**config.mk**
```make
export PLATFORM = sky130hd
export DESIGN_NAME = acff_top
export DESIGN_NICKNAME = d
export VERILOG_FILES = /design/src/acff_pkg.sv /design/src/acff_sync.sv /design/src/acff_blank.sv /design/src/acff_top.sv
export SDC_FILE = /design/constraint.sdc
export NUM_CORES = 1
export LEC_CHECK = 0
export CAP_MARGIN = 20
export CORE_MARGIN = 2
export CORE_UTILIZATION = 29
export CTS_BUF_LIST = sky130_fd_sc_hd__clkbuf_16
export DETAILED_ROUTE_END_ITERATION = 6
export DONT_BUFFER_PORTS = 1
export SYNTH_ARGS = -nofsm -noshare
export SYNTH_HDL_FRONTEND = slang
export SYNTH_HIERARCHICAL = 1
export SYNTH_SLANG_ARGS = --single-unit
```
**constraint.sdc**
```tcl
create_clock -name clk_i -period 3 [get_ports clk_i]
set_input_delay 0.15 -clock clk_i [delete_from_list [all_inputs] [get_ports clk_i]]
set_output_delay 0.15 -clock clk_i [all_outputs]
set_load 0.02 [all_outputs]
```
**src/acff_pkg.sv**
```systemverilog
// Functional notes
// - set the input-low flag while sensed input is below the programmed lockout level.
// - clear the input-low flag by itself once input rises back above the level.
// - lockout detection works only while lockout enable (bit 7) is one.
// - both fault flags set regardless of their enables and the global enable.
// - lockout threshold is six bits in 5..0; bit 6 reads as zero.
// - overcurrent in a switching cycle sets its flag and drops high-side drive at once.
// - high-side drive returns at next switching cycle start, trips again if fault persists.
// - software clears overcurrent flag; it stays set until a clean switching cycle occurred.
// - overcurrent ignored for blanking after turn-on: 114, 213, 400 or 780 ns.
// - overcurrent detection works only while overcurrent enable (bit 7) is one.
// - five-bit overcurrent threshold field sets the drop limit, 160 to 625 mV.
// - four-bit AC gain field selects current-sense AC gain, 0 to 22 dB.
// - DC gain loop enable chooses whether DC-gained sense joins the control loop.
// - three-bit DC gain field selects DC gain, 19.5 to 35.7 dB.
package acff_pkg;
   localparam int CLK_PERIOD_NS = 25;
   localparam int ADDR_W = 8;
   localparam int DATA_W = 8;
   localparam logic [7:0] OFS_LOCKOUT = 8'h00;
   localparam logic [7:0] OFS_OVERCURRENT = 8'h04;
   localparam logic [7:0] OFS_AC_GAIN = 8'h08;
   localparam logic [7:0] OFS_DC_GAIN = 8'h0c;
   localparam logic [7:0] OFS_IRQ_STATUS = 8'h10;
   localparam logic [7:0] OFS_IRQ_CONTROL = 8'h14;
   localparam logic [7:0] OFS_DRIVE = 8'h18;
   localparam int LOCK_EN_BIT = 7;
   localparam int LOCK_THR_W = 6;
   localparam int OC_EN_BIT = 7;
   localparam int BLANK_LSB = 5;
   localparam int BLANK_W = 2;
   localparam int OC_THR_W = 5;
   localparam int AC_GAIN_W = 4;
   localparam int DC_LOOP_BIT = 7;
   localparam int DC_GAIN_W = 3;
   localparam int IRQ_LOW_BIT = 0;
   localparam int IRQ_OC_BIT = 1;
   localparam int IRQ_GLOBAL_BIT = 7;
   localparam int DRV_INHIBIT_BIT = 0;
   localparam int DRV_HS_BIT = 1;
   localparam int DRV_BELOW_BIT = 2;
   localparam int DRV_CLEAN_BIT = 3;
   localparam logic [7:0] LOCKOUT_RST = 8'h00;
   localparam logic [7:0] OVERCURRENT_RST = 8'h00;
   localparam logic [7:0] AC_GAIN_RST = 8'h00;
   localparam logic [7:0] DC_GAIN_RST = 8'h00;
   localparam logic [7:0] IRQ_CONTROL_RST = 8'h00;
   localparam logic [7:0] LOCKOUT_MASK = 8'hbf;
   localparam logic [7:0] AC_GAIN_MASK = 8'h7f;
   localparam logic [7:0] DC_GAIN_MASK = 8'h8f;
   localparam logic [7:0] IRQ_CONTROL_MASK = 8'h83;
   localparam int BLANK_NS_0 = 114;
   localparam int BLANK_NS_1 = 213;
   localparam int BLANK_NS_2 = 400;
   localparam int BLANK_NS_3 = 780;
   localparam int BLANK_CNT_W = 6;

   // least times round up, and never below one cycle
   function automatic int ns_to_cycles(input int ns);
      int c;
      c = (ns + CLK_PERIOD_NS - 1) / CLK_PERIOD_NS;
      return (c < 1) ? 1 : c;
   endfunction

   localparam logic [5:0] BLANK_CYC_0 = 6'(ns_to_cycles(BLANK_NS_0));
   localparam logic [5:0] BLANK_CYC_1 = 6'(ns_to_cycles(BLANK_NS_1));
   localparam logic [5:0] BLANK_CYC_2 = 6'(ns_to_cycles(BLANK_NS_2));
   localparam logic [5:0] BLANK_CYC_3 = 6'(ns_to_cycles(BLANK_NS_3));

   typedef enum logic [1:0] {
      ACFF_HS_WAIT = 2'b00,
      ACFF_HS_BLANK = 2'b01,
      ACFF_HS_ON = 2'b11,
      ACFF_HS_TRIP = 2'b10
   } acff_hs_state_t;
endpackage

```
**src/acff_sync.sv**
```systemverilog
`timescale 1ns/100ps
module acff_sync
   import acff_pkg::*;
#(
   parameter int WIDTH = 1
)
(
   input wire logic clk_i,
   input wire logic rst_i,
   input wire logic [WIDTH-1:0] async_i,
   output logic [WIDTH-1:0] sync_o
);
   logic [WIDTH-1:0] stage;

   always_ff @(posedge clk_i or posedge rst_i)
   begin
      if (rst_i)
      begin
         stage <= '0;
         sync_o <= '0;
      end
      else
      begin
         stage <= async_i;
         sync_o <= stage;
      end
   end
endmodule

```
**src/acff_blank.sv**
```systemverilog
`timescale 1ns/100ps
module acff_blank
   import acff_pkg::*;
(
   input wire logic clk_i,
   input wire logic rst_i,
   input wire logic start_i,
   input wire logic [BLANK_W-1:0] select_i,
   output logic done_o
);
   logic [BLANK_CNT_W-1:0] count;
   logic [BLANK_CNT_W-1:0] load_value;
   logic [BLANK_CNT_W-1:0] next_count;

   assign load_value = (select_i == 2'h0) ? BLANK_CYC_0 :
                       (select_i == 2'h1) ? BLANK_CYC_1 :
                       (select_i == 2'h2) ? BLANK_CYC_2 : BLANK_CYC_3;
   assign next_count = start_i ? load_value :
                       (count != '0) ? count - 6'h01 : count;

   always_ff @(posedge clk_i or posedge rst_i)
   begin
      if (rst_i)
      begin
         count <= '0;
         done_o <= 1'b0;
      end
      else
      begin
         count <= next_count;
         done_o <= (next_count == '0);
      end
   end
endmodule

```
**src/acff_top.sv**
```systemverilog
// Decided for this implementation: the plain strobed port and the register addresses.
`timescale 1ns/100ps
module acff_top
   import acff_pkg::*;
(
   input wire logic clk_i,
   input wire logic rst_i,
   // register port
   input wire logic [ADDR_W-1:0] addr_i,
   input wire logic [DATA_W-1:0] wdata_i,
   input wire logic wr_i,
   input wire logic rd_i,
   output logic [DATA_W-1:0] rdata_o,
   // analog comparators and oscillator, all asynchronous
   input wire logic vin_below_i,
   input wire logic oc_compare_i,
   input wire logic switch_clk_i,
   input wire logic on_time_end_i,
   // static configuration to the analog consumers
   output logic lockout_enable_o,
   output logic [LOCK_THR_W-1:0] lockout_threshold_o,
   output logic overcurrent_enable_o,
   output logic [BLANK_W-1:0] blanking_select_o,
   output logic [OC_THR_W-1:0] overcurrent_threshold_o,
   output logic [AC_GAIN_W-1:0] ac_gain_select_o,
   output logic dc_gain_loop_enable_o,
   output logic [DC_GAIN_W-1:0] dc_gain_select_o,
   // gate driver and interrupt
   output logic hs_drive_o,
   output logic irq_o
);
   // register storage
   logic [DATA_W-1:0] lockout_reg;
   logic [DATA_W-1:0] overcurrent_reg;
   logic [DATA_W-1:0] ac_gain_reg;
   logic [DATA_W-1:0] dc_gain_reg;
   logic [DATA_W-1:0] irq_control_reg;
   logic drive_inhibit;

   // fault flags and switching-cycle bookkeeping
   logic input_low_flag;
   logic overcurrent_flag;
   logic cycle_had_oc;
   logic oc_clean_seen;
   acff_hs_state_t hs_state;
   acff_hs_state_t next_hs_state;

   // synchronised pin inputs
   logic [3:0] pins_raw;
   logic [3:0] pins_sync;
   logic vin_below;
   logic oc_compare;
   logic switch_clk;
   logic on_time_end;
   logic switch_clk_prev;
   logic cycle_start;

   // decode
   // address selects, shared by the write strobes and the read mux
   logic sel_lockout;
   logic sel_overcurrent;
   logic sel_ac_gain;
   logic sel_dc_gain;
   logic sel_irq_status;
   logic sel_irq_control;
   logic sel_drive;
   logic wr_lockout;
   logic wr_overcurrent;
   logic wr_ac_gain;
   logic wr_dc_gain;
   logic wr_irq_status;
   logic wr_irq_control;
   logic wr_drive;
   logic clr_oc;
   logic [DATA_W-1:0] irq_status;
   logic [DATA_W-1:0] drive_status;
   logic [DATA_W-1:0] next_rdata;

   // datapath
   logic low_condition;
   logic oc_event;
   logic blank_start;
   logic blank_done;
   logic next_input_low_flag;
   logic next_overcurrent_flag;
   logic next_cycle_had_oc;
   logic next_oc_clean_seen;
   logic next_hs_drive;
   logic next_irq;
   logic hs_conducting;
   logic cycle_go;
   logic on_time_over;

   function automatic logic hit(input logic [ADDR_W-1:0] a, input logic [7:0] ofs);
      return a == ofs;
   endfunction

   assign pins_raw = {on_time_end_i, switch_clk_i, oc_compare_i, vin_below_i};

   acff_sync #(
      .WIDTH(4)
   ) u_sync (
      .clk_i(clk_i),
      .rst_i(rst_i),
      .async_i(pins_raw),
      .sync_o(pins_sync)
   );

   assign vin_below = pins_sync[0];
   assign oc_compare = pins_sync[1];
   assign switch_clk = pins_sync[2];
   assign on_time_end = pins_sync[3];
   // a switching cycle begins on the rising edge of the oscillator
   assign cycle_start = switch_clk & ~switch_clk_prev;
   assign cycle_go = cycle_start & ~drive_inhibit;
   assign on_time_over = drive_inhibit | on_time_end;

   assign sel_lockout = hit(addr_i, OFS_LOCKOUT);
   assign sel_overcurrent = hit(addr_i, OFS_OVERCURRENT);
   assign sel_ac_gain = hit(addr_i, OFS_AC_GAIN);
   assign sel_dc_gain = hit(addr_i, OFS_DC_GAIN);
   assign sel_irq_status = hit(addr_i, OFS_IRQ_STATUS);
   assign sel_irq_control = hit(addr_i, OFS_IRQ_CONTROL);
   assign sel_drive = hit(addr_i, OFS_DRIVE);

   assign wr_lockout = wr_i & sel_lockout;
   assign wr_overcurrent = wr_i & sel_overcurrent;
   assign wr_ac_gain = wr_i & sel_ac_gain;
   assign wr_dc_gain = wr_i & sel_dc_gain;
   assign wr_irq_status = wr_i & sel_irq_status;
   assign wr_irq_control = wr_i & sel_irq_control;
   assign wr_drive = wr_i & sel_drive;
   assign clr_oc = wr_irq_status & wdata_i[IRQ_OC_BIT];

   // undervoltage: detection only with the lockout dac enabled
   assign low_condition = lockout_reg[LOCK_EN_BIT] & vin_below;

   // the flag tracks the comparator level, so a write-one has no effect; it clears
   // once the input is back above the threshold or the lockout enable (bit 7) is cleared
   assign next_input_low_flag = low_condition ? 1'b1 :
                                1'b0;

   // overcurrent counts only after blanking, while the high side conducts
   assign hs_conducting = (hs_state == ACFF_HS_ON);
   assign oc_event = hs_conducting & blank_done &
                     overcurrent_reg[OC_EN_BIT] & oc_compare;

   // set wins over clear; a clear is refused until a clean cycle has passed
   assign next_overcurrent_flag = oc_event ? 1'b1 :
                                  (clr_oc & oc_clean_seen) ? 1'b0 :
                                  overcurrent_flag;

   // a trip that meets a cycle start must not be lost to the start's clear
   assign next_cycle_had_oc = oc_event ? 1'b1 :
                              cycle_start ? 1'b0 : cycle_had_oc;

   // a cycle that ended with no trip proves the fault is gone
   assign next_oc_clean_seen = oc_event ? 1'b0 :
                               (cycle_start & ~cycle_had_oc) ? 1'b1 :
                               oc_clean_seen;

   assign blank_start = (next_hs_state == ACFF_HS_BLANK) & (hs_state != ACFF_HS_BLANK);

   acff_blank u_blank (
      .clk_i(clk_i),
      .rst_i(rst_i),
      .start_i(blank_start),
      .select_i(overcurrent_reg[BLANK_LSB +: BLANK_W]),
      .done_o(blank_done)
   );

   // high-side drive sequencing; the inhibit bit is the firmware hook that
   // holds the driver off instead of the automatic retry
   always_comb
   begin
      next_hs_state = hs_state;
      unique case (hs_state)
         ACFF_HS_WAIT:
         begin
            if (cycle_go)
            begin
               next_hs_state = ACFF_HS_BLANK;
            end
         end
         ACFF_HS_BLANK:
         begin
            if (on_time_over)
            begin
               next_hs_state = ACFF_HS_WAIT;
            end
            else if (blank_done)
            begin
               next_hs_state = ACFF_HS_ON;
            end
         end
         ACFF_HS_ON:
         begin
            if (oc_event)
            begin
               next_hs_state = ACFF_HS_TRIP;
            end
            else if (on_time_over)
            begin
               next_hs_state = ACFF_HS_WAIT;
            end
         end
         ACFF_HS_TRIP:
         begin
            if (cycle_go)
            begin
               next_hs_state = ACFF_HS_BLANK;
            end
            else if (drive_inhibit)
            begin
               next_hs_state = ACFF_HS_WAIT;
            end
         end
      endcase
   end

   assign next_hs_drive = (next_hs_state == ACFF_HS_BLANK) |
                          (next_hs_state == ACFF_HS_ON);

   assign irq_status = {6'h00, overcurrent_flag, input_low_flag};
   assign drive_status = {4'h0, oc_clean_seen, vin_below, hs_drive_o, drive_inhibit};
   assign next_irq = irq_control_reg[IRQ_GLOBAL_BIT] &
                     (|(irq_status & irq_control_reg & 8'h03));

   // unmapped addresses read as zero; read data follow the strobe by one cycle
   assign next_rdata = ~rd_i ? 8'h00 :
                       sel_lockout ? lockout_reg & LOCKOUT_MASK :
                       sel_overcurrent ? overcurrent_reg :
                       sel_ac_gain ? ac_gain_reg & AC_GAIN_MASK :
                       sel_dc_gain ? dc_gain_reg & DC_GAIN_MASK :
                       sel_irq_status ? irq_status :
                       sel_irq_control ? irq_control_reg :
                       sel_drive ? drive_status : 8'h00;

   always_ff @(posedge clk_i or posedge rst_i)
   begin
      if (rst_i)
      begin
         lockout_reg <= LOCKOUT_RST;
         overcurrent_reg <= OVERCURRENT_RST;
         ac_gain_reg <= AC_GAIN_RST;
         dc_gain_reg <= DC_GAIN_RST;
         irq_control_reg <= IRQ_CONTROL_RST;
         drive_inhibit <= 1'b0;
      end
      else
      begin
         if (wr_lockout)
         begin
            lockout_reg <= wdata_i & LOCKOUT_MASK;
         end
         if (wr_overcurrent)
         begin
            overcurrent_reg <= wdata_i;
         end
         if (wr_ac_gain)
         begin
            ac_gain_reg <= wdata_i & AC_GAIN_MASK;
         end
         if (wr_dc_gain)
         begin
            dc_gain_reg <= wdata_i & DC_GAIN_MASK;
         end
         if (wr_irq_control)
         begin
            irq_control_reg <= wdata_i & IRQ_CONTROL_MASK;
         end
         if (wr_drive)
         begin
            drive_inhibit <= wdata_i[DRV_INHIBIT_BIT];
         end
      end
   end

   // outputs to the analog side mirror the written value one cycle after the write
   always_ff @(posedge clk_i or posedge rst_i)
   begin
      if (rst_i)
      begin
         lockout_enable_o <= 1'b0;
         lockout_threshold_o <= '0;
         overcurrent_enable_o <= 1'b0;
         blanking_select_o <= '0;
         overcurrent_threshold_o <= '0;
         ac_gain_select_o <= '0;
         dc_gain_loop_enable_o <= 1'b0;
         dc_gain_select_o <= '0;
      end
      else
      begin
         lockout_enable_o <= lockout_reg[LOCK_EN_BIT];
         lockout_threshold_o <= lockout_reg[LOCK_THR_W-1:0];
         overcurrent_enable_o <= overcurrent_reg[OC_EN_BIT];
         blanking_select_o <= overcurrent_reg[BLANK_LSB +: BLANK_W];
         overcurrent_threshold_o <= overcurrent_reg[OC_THR_W-1:0];
         ac_gain_select_o <= ac_gain_reg[AC_GAIN_W-1:0];
         dc_gain_loop_enable_o <= dc_gain_reg[DC_LOOP_BIT];
         dc_gain_select_o <= dc_gain_reg[DC_GAIN_W-1:0];
      end
   end

   always_ff @(posedge clk_i or posedge rst_i)
   begin
      if (rst_i)
      begin
         input_low_flag <= 1'b0;
         overcurrent_flag <= 1'b0;
         cycle_had_oc <= 1'b0;
         oc_clean_seen <= 1'b1;
         switch_clk_prev <= 1'b0;
         hs_state <= ACFF_HS_WAIT;
         hs_drive_o <= 1'b0;
      end
      else
      begin
         input_low_flag <= next_input_low_flag;
         overcurrent_flag <= next_overcurrent_flag;
         cycle_had_oc <= next_cycle_had_oc;
         oc_clean_seen <= next_oc_clean_seen;
         switch_clk_prev <= switch_clk;
         hs_state <= next_hs_state;
         hs_drive_o <= next_hs_drive;
      end
   end

   always_ff @(posedge clk_i or posedge rst_i)
   begin
      if (rst_i)
      begin
         rdata_o <= 8'h00;
         irq_o <= 1'b0;
      end
      else
      begin
         rdata_o <= next_rdata;
         irq_o <= next_irq;
      end
   end
endmodule

```
Word level (Yosys, flattened, before mapping)
Cells that the tools add are included.
{ "totals": {"input_bits": 24, "word_cells": 103, "regBits": 86} }
{ "op_classes": {"reduce_logical": 9, "bitwise_logic": 24, "n_mux": 28, "add_sub_neg": 1, "n_eq_ne": 14} }
{ "op_table": {"columns": ["operator", "n"], "rows": [
  ["$mux 8", 7],
  ["$mux 6", 5],
  ["$eq 8x5->1 const B", 3],
  ["$and 1x1->1", 18],
  ["$eq 8x4->1 const B", 2],
  ["$mux 2", 7],
  ["$eq 2x2->1 const B", 4],
  ["$eq 8x3->1 const B", 1],
  ["$logic_not 8->1", 1],
  ["$pmux 2 s4", 1],
  ["$mux 1", 7],
  ["$eq 2x1->1 const B", 3],
  ["$logic_not 6->1", 1],
  ["$reduce_bool 2->1", 3],
  ["$reduce_bool 6->1", 1],
  ["$sub 6x1->6 const B", 1],
  ["$logic_not 2->1", 2],
  ["$mux 4", 1],
  ["$not 1->1", 3],
  ["$and 2x2->2", 1],
  ["$ne 2x1->1 const B", 1],
  ["$or 1x1->1", 2],
  ["$reduce_or 2->1", 1]
]} }

Depth between registers and ports, before layout
Gate-level depths: netlist (run 1).
{ "depth": {"ltp_word": 10, "mapped_depth": 6, "ltp_nobuf": 6} }

By module
The synthesis (run 1) kept the hierarchy.
{ "modules_own_cells": {"columns": ["mod", "instances", "area_per_inst_um2", "cells_per_inst", "seq_area_each_um2"], "rows": [
  ["acff_top", 1, 2735.1, 204, 1752.9],
  ["acff_blank", 1, 442.9, 47, 175.2],
  ["acff_sync", 1, 203.9, 9, 200.2]
]} }

Worst setup path after synthesis (run 1)
Ideal clock, no wire load.
{ "synth_path": {"kind": "reg-to-reg", "start": "reg hs_drive_o (netlist name)", "end": "reg u_blank.done_o", "path_slack_ns": 1.349, "setup_ns": 0.096, "arrival_time_ns": 1.555, "path_stages_with_launch": 6, "n_path_buf": 0, "path_cell_list": "dfrtp_1 nor3_1 inv_1 a21oi_1 a31oi_2 nor4_2"} }
{ "synth_lines": {"columns": ["element", "line_no", "text"], "rows": [
  ["to (signal assigned)", "acff_blank.sv:31", "done_o <= (next_count == '0);"],
  ["to (decl)", "acff_blank.sv:9", "output logic done_o"]
]} }

==> results of run 1 <==
==> per-layer routing <==
layer  vias to the layer above  wire length (microns)
met4                         0                    147
met5                         -                      0
met3                        18                    449
met2                        64                   3770
li1                        976                      -
met1                      1053                   3240
==> cell families (layout without fill, tap and decap cells) <==
| family | after synthesis | after routing |
|---|---|---|
| buf+inv | 16 | 44 |
| xor+xnor | 2 | 2 |
| fa+ha+maj | 2 | 2 |
| mux | 31 | 31 |
| simple gates | 77 | 77 |
| compound gates | 47 | 47 |
| flops | 85 | 85 |
==> cell usage after synthesis, drive strengths merged (3+ instances only) <==
| cell | count |
|---|---|
| mux2 | 31 |
| o31ai | 4 |
| dfrtp | 84 |
| nor2b | 7 |
| and3 | 3 |
| inv | 12 |
| o21ai | 8 |
| a21oi | 9 |
| nand2b | 4 |
| and2 | 5 |
| nand2 | 17 |
| nor3 | 5 |
| o2bb2ai | 5 |
| a31oi | 4 |
| nand3 | 8 |
| nor2 | 18 |
==> layout make-up <==
type                       instances  area, sq um  area share [%]
clock buffer                       9          225            5.54
clock inverter                     7          128            3.14
inverter                          12         45.0            1.11
multi-input combinational        159         1190            29.3
sequential                        85         2130            52.3
tap                              143          179            4.40
timing repair buffer              16          170            4.18
==> worst min-delay path: cells and delay by family <==
| family | cells | cell delay (ps) |
|---|---|---|
| and+or+nand+nor | 1 | 40 |
| AOI/OAI and AO/OA | 2 | 120 |
==> power breakdown <==
group          total (mW)  switching [mW]  internal, mW
combinational       0.352           0.199         0.153
clock                1.29           0.460         0.828
sequential           1.35           0.110          1.24
total                2.99           0.769          2.22
==> worst paths after layout <==
path	startpoint	end	depth (start not counted)
setup / recovery	hs_drive_o$_DFF_PP0_	u_blank/done_o$_DFF_PP0_	5
hold / removal	addr_i[2]	rdata_o[5]$_DFF_PP0_	3
setup reg to reg	hs_drive_o$_DFF_PP0_	u_blank/done_o$_DFF_PP0_	5
hold reg to reg	u_sync/stage[0]$_DFF_PP0_	u_sync/sync_o[0]$_DFF_PP0_	0
max in group asynchronous	rst_i	oc_clean_seen$_DFFE_PP1P_	3
min in group asynchronous	rst_i	u_blank/count[0]$_DFF_PP0_	2
==> repair_timing <==
item                                   4_1_cts  5_1_grt
endpoints found under the hold margin       94        0
hold buffers                                15        0
resized for setup                            0        0
==> impl_metrics.tcl, run 1 <==
set metrics [dict create \
    rrSetupSlack_ps 1050 \
    final_cell_mix "dfrtp_1 (84), mux2_2 (31), nor2_1 (17), nand2_1 (16), dlygate4sd3_1 (15)" \
    firstDrtPassIters 4 \
    min_path_type "in -> reg" \
    finalWorstSetupSlack_ps 1050 \
    relSlewSlack_pct 44.7 \
    grt_busiest_layer "met2" \
    synth_flop_cell "dfrtp_1" \
    clockBufferDepth 2 \
    drv_cap 0 \
    path_clk_slew_ps 60 \
    skew_ps 5.97 \
    row_count 39 \
    cts_setup_buffers 0 \
    core-area_sq_um 11400 \
    yosysWarnings 6 \
    met3_usage_pct 4.68 \
    critPathLaunchType "register" \
    hold_viol_final 0 \
    clk_latency_ps 340 \
    synth.top_cells.by_area "dfrtp_1 (62%), mux2_2 (10%), nor2_1 (1.9%), nand2_1 (1.8%), a21oi_1 (1.3%)" \
    yosysUniqueCellTypes 50 \
    vdd_drop_max_mv 0.353 \
    drtIter0Drc 99 \
    fin_crit_sh_pct 65.1 \
    worstSetupEndpointType "register" \
    path_delay_family "simple AND/OR/NAND/NOR gates" \
    hold_slack_ps 13.8 \
    worstPathCellList "nor3_1 > inv_1 > a21oi_1 > a41oi_1 > nor4_2" \
    synth_top_area_cell "dfrtp_1" \
    post-route-util_pct 35.6 \
    use_met2_pct 21.1 \
    final_cells 431 \
    die_h_microns 112 \
    slowest_delay_ps 540 \
    start_util_pct 29.6 \
    drt-total-wl_microns 7610 \
    dpl-instance-area_sq_um 3560 \
    num_antenna_cells 0 \
    criticalPathCategory "reg -> reg" \
    leakagePower_nw 1.85 \
    syn_to_final_growth_pct 20.3 \
    viasPerCell 4.90 \
    ant_nets 0 \
    nets 309 \
    worst_path_max_delay_cell "dfrtp_1" \
    grt_max_degree 39 \
    grt-ovfl-total 0 \
    cts.sinks 85 \
    grtUsageMet1_pct 15.6 \
    fmax_mhz 512 \
    dp_cells 400 \
    io_buffers 0 \
    worst_pin_slew_ps 828 \
    fill_cells 1132 \
    layout_commonest_cell "dfrtp_1" \
    outcome "completed" \
    crit_buf_inv 1 \
    synthAdderAreaFrac_pct 0.740 \
    tns_ps 0 \
    clk_root_buffer_cell "clkbuf_16" \
    setup_viol_count_final 0 \
    synth_top_family_by_area "simple AND/OR/NAND/NOR gates" \
    antenna_found_initial 0 \
    grtUsageTotal_pct 12.7 \
    power_density_nw_per_um2 734 \
    drive_above_1_share_pct 22.6 \
    cp.required_ps 3240 \
    post_synth_xor_area_fraction_pct 0.518 \
    dp_hpwl_microns 5270 \
    drc 0 \
    gp_congestion 0.817 \
    die_w_microns 112 \
    pre_cts_slack_ps 1120 \
    synth_area_sq_um 3380 \
    io_pins 57 \
    ys_seq_area_share_pct 62.9 \
    cp.arrival_ps 2190 \
    synth_compound_gate_area_share_pct 10.4 \
    numCtsBuffers 9 \
    cp_max_fo 8 \
    htree_levels 3 \
    ys_ff_latch 85 \
    synthCells 260 \
    synth-edff-count 0 \
    cts_tree "built" \
    rsz0062_at_grt "false" \
    routedWlPerCell_microns 17.7 \
    muxShareOfSynthArea_pct 10.3 \
    grt_pass1_vias 2165 \
    yosys.area_share.simple_pct 13.3 \
    avgSynthCellArea_sq_um 13.0 \
    yosysTopAreaCellShare_pct 62.2 \
    die-area_sq_um 12500 \
    period_minus_slack_ps 1950 \
    synth_nets 286 \
    finalInstanceArea_sq_um 4070 \
    async_flop_share_pct 100 \
    grt_pass1_wl_microns 12300 \
    fin_total_pwr_mw 2.99 \
    num_vias 2111 \
    final-max-slew-violation-count 0 \
]
Note: power is estimated with default switching activity, not from simulation.
==> inputs of run 2 (changes only) <==
--- a/config.mk
+++ b/config.mk
@@ -5,6 +5,7 @@
 export SDC_FILE = /design/constraint.sdc
 export NUM_CORES = 1
 export LEC_CHECK = 0
+export ABC_AREA = 1
 export CAP_MARGIN = 20
 export CORE_MARGIN = 2
 export CORE_UTILIZATION = 29
==> constraint.sdc (replaced) <==
create_clock -name clk_i -period 1.8 [get_ports clk_i]
set_input_delay 0.09 -clock clk_i [delete_from_list [all_inputs] [get_ports clk_i]]
set_output_delay 0.09 -clock clk_i [all_outputs]
set_load 0.02 [all_outputs]
==> run 2 against run 1 <==
Design area is 2.9% higher. Area after synthesis is 5.1% higher. Combinational power is 110% higher. Critical path type unchanged. Largest cell class unchanged.
==> impl_metrics.tcl, run 2 <==
set metrics [dict create \
    grt_pass1_wl_microns 12400 \
    syn_to_final_growth_pct 17.7 \
    synth_top_area_cell "dfrtp_1" \
    fin_crit_sh_pct 91.4 \
    worst_pin_slew_ps 513 \
    relSlewSlack_pct 65.7 \
    start_util_pct 29.6 \
    post_synth_xor_area_fraction_pct 0.246 \
    p_comb_share_pct 15.5 \
    routedWlPerCell_microns 14.0 \
    post-synth-top-count-cell "dfrtp_1" \
    drv_cap 0 \
    synth_compound_gate_area_share_pct 11.6 \
    hold_viol_final 0 \
    avgSynthCellArea_sq_um 10.4 \
    tns_ps 0 \
    min_path_type "in -> reg" \
    fmax_mhz 608 \
    cp.arrival_ps 1920 \
    synth.top_cells.by_area "dfrtp_1 (59%), nand2_1 (7.0%), o21ai_2 (4.4%), inv_1 (3.3%), nand2_2 (2.6%)" \
    setup_viol_count_final 0 \
    yosys.area_share.simple_pct 21.4 \
    htree_levels 3 \
    rsz0062_at_grt "false" \
    clockBufferDepth 2 \
    sequentialPowerShare_pct 46.1 \
    synthCells 343 \
    layout_commonest_cell "dfrtp_1" \
    yosysWarnings 6 \
    row_count 40 \
    critPathLaunchType "register" \
    dp_hpwl_microns 5360 \
    grt-ovfl-total 0 \
    ant_nets 0 \
    clk_root_buffer_cell "clkbuf_16" \
    synth-edff-count 0 \
    ys_seq_area_share_pct 59.9 \
    firstDrtPassIters 5 \
    skew_ps 8.04 \
    grt_pass1_vias 2441 \
    muxShareOfSynthArea_pct 0 \
    synth_area_sq_um 3560 \
    drt-total-wl_microns 7260 \
    leakagePower_nw 2.00 \
    grt_max_degree 50 \
    intPower_mw 3.33 \
    cts.sinks 85 \
    power_density_nw_per_um2 1140 \
    drive_above_1_share_pct 24.5 \
    path_clk_slew_ps 70 \
    vdd_drop_max_mv 0.474 \
    io_pins 57 \
    num_vias 2411 \
    synthTopCellsByCount "dfrtp_1 (84), nand2_1 (66), inv_1 (31), o21ai_2 (18), nand3_1 (17)" \
    period_minus_slack_ps 1650 \
    switching_share_pct 30.4 \
    worstSetupEndpointType "register" \
    post-route-util_pct 34.8 \
    criticalPathCategory "reg -> reg" \
    nets 393 \
    antenna_found_initial 0 \
    drc 0 \
    synthAdderAreaFrac_pct 0.704 \
    cp.required_ps 2080 \
    hold_slack_ps 22.3 \
    final-max-slew-violation-count 0 \
    ys_ff_latch 85 \
    outcome "completed" \
    clockPowerShare_pct 38.4 \
    numCtsBuffers 9 \
    synth_top_family_by_area "simple AND/OR/NAND/NOR gates" \
    cp_max_fo 4 \
    async_flop_share_pct 100 \
    drtIter0Drc 98 \
    synth_nets 369 \
    yosysTopAreaCellShare_pct 59.1 \
    switchingPower_mw 1.45 \
    grtUsageTotal_pct 12.1 \
    clk_latency_ps 340 \
    die_w_microns 115 \
    cts_tree "built" \
    io_buffers 0 \
    viasPerCell 4.65 \
    final_cell_mix "dfrtp_1 (84), nand2_1 (66), inv_1 (30), o21ai_2 (18), nand3_1 (17)" \
    synth_flop_cell "dfrtp_1" \
    die_h_microns 115 \
    die-area_sq_um 13200 \
    num_antenna_cells 0 \
    yosysUniqueCellTypes 37 \
    gp_congestion 0.782 \
    core-area_sq_um 12000 \
]
==> run 2: changes by cell type after synthesis, sizes merged, moves of 7 or more <==
cell,delta
nand2,+71
o21ai,+32
mux2,-31
inv,+27
nand3,+11
nor2,+7
nor2b,-7
==> run 2: final cells by class <==
type / instances / area, sq um
tap: 147 / 184
multi-input combinational: 211 / 1210
fill: 1218 / 7830
clock inverter: 7 / 76.3
sequential: 85 / 2130
clock buffer: 9 / 225
inverter: 42 / 180
timing repair buffer: 18 / 180
==> run 2: worst paths after layout <==
kind	startpoint	endpoint	slack, ps	depth (start not counted)
setup reg to reg	drive_inhibit$_DFFE_PP0P_	u_blank/done_o$_DFF_PP0_	150	10
min in group asynchronous	rst_i	u_sync/stage[0]$_DFF_PP0_	210	2
hold / removal	addr_i[3]	rdata_o[7]$_DFF_PP0_	20	3
setup / recovery	drive_inhibit$_DFFE_PP0P_	u_blank/done_o$_DFF_PP0_	150	10
hold reg to reg	u_sync/stage[3]$_DFF_PP0_	u_sync/sync_o[3]$_DFF_PP0_	350	0
max in group asynchronous	rst_i	lockout_enable_o$_DFF_PP0_	890	3
==> run 2: repair_timing <==
action,in CTS,in global routing
gates resized for setup,0,1
endpoints found under the setup margin,0,1
endpoints found under the hold margin,67,0
hold buffers,13,0
setup buffers,0,2
==> run 2: power by group through the flow <==
stage,logic (mW),registers [mW],clock network (mW)
floorplan,0.590,2.22,0
global placement,0.691,2.24,0
detailed placement,0.711,2.24,0
CTS,0.745,2.21,1.88
global route,0.852,2.22,1.95
finish,0.739,2.20,1.84
==> run 2: routing by layer <==
metal	global-route usage, %	vias to the layer above	wire, microns
li1	-	1166	-
met1	15.5	1166	3160
met2	19.4	67	3490
met3	3.27	12	471
met4	5.38	0	148
met5	0	-	0
==> run 2: stage by stage <==
stage,worst slack [ps],total power [mW],area (sq um),std cells
2_1_floorplan,87.0,2.81,3560,343
3_3_place_gp,177,2.93,3730,488
3_5_place_dp,132,2.96,3730,488
4_1_cts,100,4.83,4170,517
5_1_grt,26.1,5.03,4180,519
6_report,155,4.78,4180,519
==> run 2: logic make-up (layout without fill, tap and decap cells) <==
logic type      Yosys count  after routing
simple gates            145            145
flops                    85             85
compound gates           63             63
buf+inv                  47             76
fa+ha+maj                 2              2
xor+xnor                  1              1
==> run 2: critical path: stages (launching register included) <==
cell,delay [ps]
dfrtp_1,410
or3_1,410
nor2_2,120
bufinv_8,200
nand2_4,70
inv_4,50
nand2_4,40
nand2_2,50
nor2_1,80
nand2_1,70
nor2_2,80
==> inputs of run 3 (changes only) <==
==> constraint.sdc (replaced) <==
create_clock -name clk_i -period 1.8 [get_ports clk_i]
set_input_delay 0.09 -clock clk_i [delete_from_list [all_inputs] [get_ports clk_i]]
set_output_delay 0.09 -clock clk_i [all_outputs]
set_load 0.05 [all_outputs]
==> run 3 against run 2 <==
Routed wire length about the same. First-iteration DRC count up 88%. Count of clock-buffer cells in the layout unchanged. Register-to-register slack worse by 40 ps. Fmax down 2.4%. Hold slack worse by 2.0 ps. Clock power up 2%. Flip-flop and latch count unchanged. Clock skew down 0.58 ps. Total power up 2.5%.
==> impl_metrics.tcl, run 3 (synthesized netlist as in run 2, its figures left out) <==
set metrics [dict create \
    rsz0062_at_grt "false" \
    worstSetupEndpointType "register" \
    min_path_cells 3 \
    reg2regPathDepth 10 \
    final_cell_mix "dfrtp_1 (84), nand2_1 (66), inv_1 (30), o21ai_2 (18), nand3_1 (17)" \
    post-route-util_pct 34.8 \
    drtIter0Drc 184 \
    fill_cells 1232 \
    cts.sinks 85 \
    pre_cts_slack_ps 111 \
    cp.required_ps 2080 \
    htree_levels 3 \
    die_h_microns 115 \
    r2r_end "u_blank/done_o$_DFF_PP0_" \
    power_density_nw_per_um2 1170 \
    multiInputGateArea_sq_um 1210 \
    grt_max_degree 71 \
    start_util_pct 29.6 \
    hold_viol_final 0 \
    slowest_delay_ps 430 \
    viasPerCell 4.64 \
    tns_ps 0 \
    r2r-start "drive_inhibit$_DFFE_PP0P_" \
    finalWorstSetupSlack_ps 114 \
    clk_latency_ps 340 \
    die_w_microns 115 \
    fin_total_pwr_mw 4.90 \
    num_vias 2404 \
    nets 392 \
    routedWlPerCell_microns 14.0 \
    outcome "completed" \
    rrSetupSlack_ps 110 \
    vdd_drop_max_mv 0.513 \
    worstPathCellList "or3_1 > nor2_1 > bufinv_8 > nand2_4 > inv_4 > nand2_2 > nand2_2 > nor2_2 > nand2_1 > nor2_2" \
    row_count 40 \
    io_pins 57 \
    fmax_mhz 593 \
    worst_pin_slew_ps 472 \
    layout_commonest_cell "dfrtp_1" \
    path_clk_slew_ps 70 \
    criticalPathCategory "reg -> reg" \
    cts_tree "built" \
    grt-ovfl-total 0 \
    grtUsageTotal_pct 12.1 \
    gp_congestion 0.772 \
    clk_root_buffer_cell "clkbuf_16" \
    cp.arrival_ps 1960 \
    num_antenna_cells 0 \
    ant_nets 0 \
    drv_cap 0 \
    crit_start "drive_inhibit$_DFFE_PP0P_" \
    period_minus_slack_ps 1690 \
    grt_pass1_wl_microns 12300 \
    dp_hpwl_microns 5250 \
    drive_above_1_share_pct 24.3 \
    dp_cells 488 \
    fin_crit_sh_pct 93.7 \
    final-max-slew-violation-count 0 \
    critPathLaunchType "register" \
    die-area_sq_um 13200 \
    io_buffers 0 \
    leakagePower_nw 2.00 \
    firstDrtPassIters 5 \
    final_cells 518 \
    min_path_type "in -> reg" \
    drt-total-wl_microns 7270 \
    seqCellArea_sq_um 2130 \
    cp_max_fo 5 \
    skew_ps 7.46 \
    clockBufferDepth 2 \
    relSlewSlack_pct 68.6 \
    hp-start "addr_i[3]" \
    worstHoldEndpoint "rdata_o[7]$_DFF_PP0_" \
    finalInstanceArea_sq_um 4180 \
    grt_pass1_vias 2462 \
    drc 0 \
    worst_path_max_delay_cell "dfrtp_1" \
    dpl-instance-area_sq_um 3730 \
    setup_viol_count_final 0 \
    syn_to_final_growth_pct 17.6 \
    numCtsBuffers 9 \
    hold_slack_ps 20.3 \
    antenna_found_initial 0 \
    core-area_sq_um 12000 \
]
run 3: critical path, delay by kind of cell (launching register included):
family	cells	cell delay, ps
and+or+nand+nor	8	940
buffers and inverters	2	260
DFF	1	430
run 3: worst max-delay path by stage:
stage / end / cells past startpoint
CTS: u_blank/done_o$_DFF_PP0_ / 7
global placement: u_blank/done_o$_DFF_PP0_ / 10
detailed placement: u_blank/done_o$_DFF_PP0_ / 7
global route: u_blank/done_o$_DFF_PP0_ / 10
finish: u_blank/done_o$_DFF_PP0_ / 10
floorplan: u_blank/done_o$_DFF_PP0_ / 8
run 3: per-layer routing:
layer / wire length (microns) / track usage, % / vias to the layer above
met5: 0 / 0 / -
met4: 160 / 4.82 / 0
met3: 483 / 5.01 / 9
met2: 3450 / 19.5 / 68
met1: 3170 / 14.6 / 1163
li1: - / - / 1164
run 3: final cells by class:
type | count | share of cell area (%)
Sequential cell | 85 | 50.9
Multi-Input combinational cell | 211 | 29.0
Clock buffer | 9 | 5.39
Tap cell | 147 | 4.40
Inverter | 42 | 4.31
Timing Repair Buffer | 17 | 4.13
Clock inverter | 7 | 1.89
run 3: power by group:
group	switching, mW	total (mW)	internal [mW]
clock	0.787	1.88	1.10
combinational	0.460	0.745	0.285
sequential	0.216	2.27	2.05
total	1.46	4.90	3.43
run 3: repair_timing:
| action | CTS | global route |
|---|---|---|
| setup endpoints to repair | 0 | 1 |
| gates resized for setup | 0 | 1 |
| hold endpoints to repair | 116 | 0 |
| hold buffers | 13 | 0 |
| setup buffers | 0 | 1 |
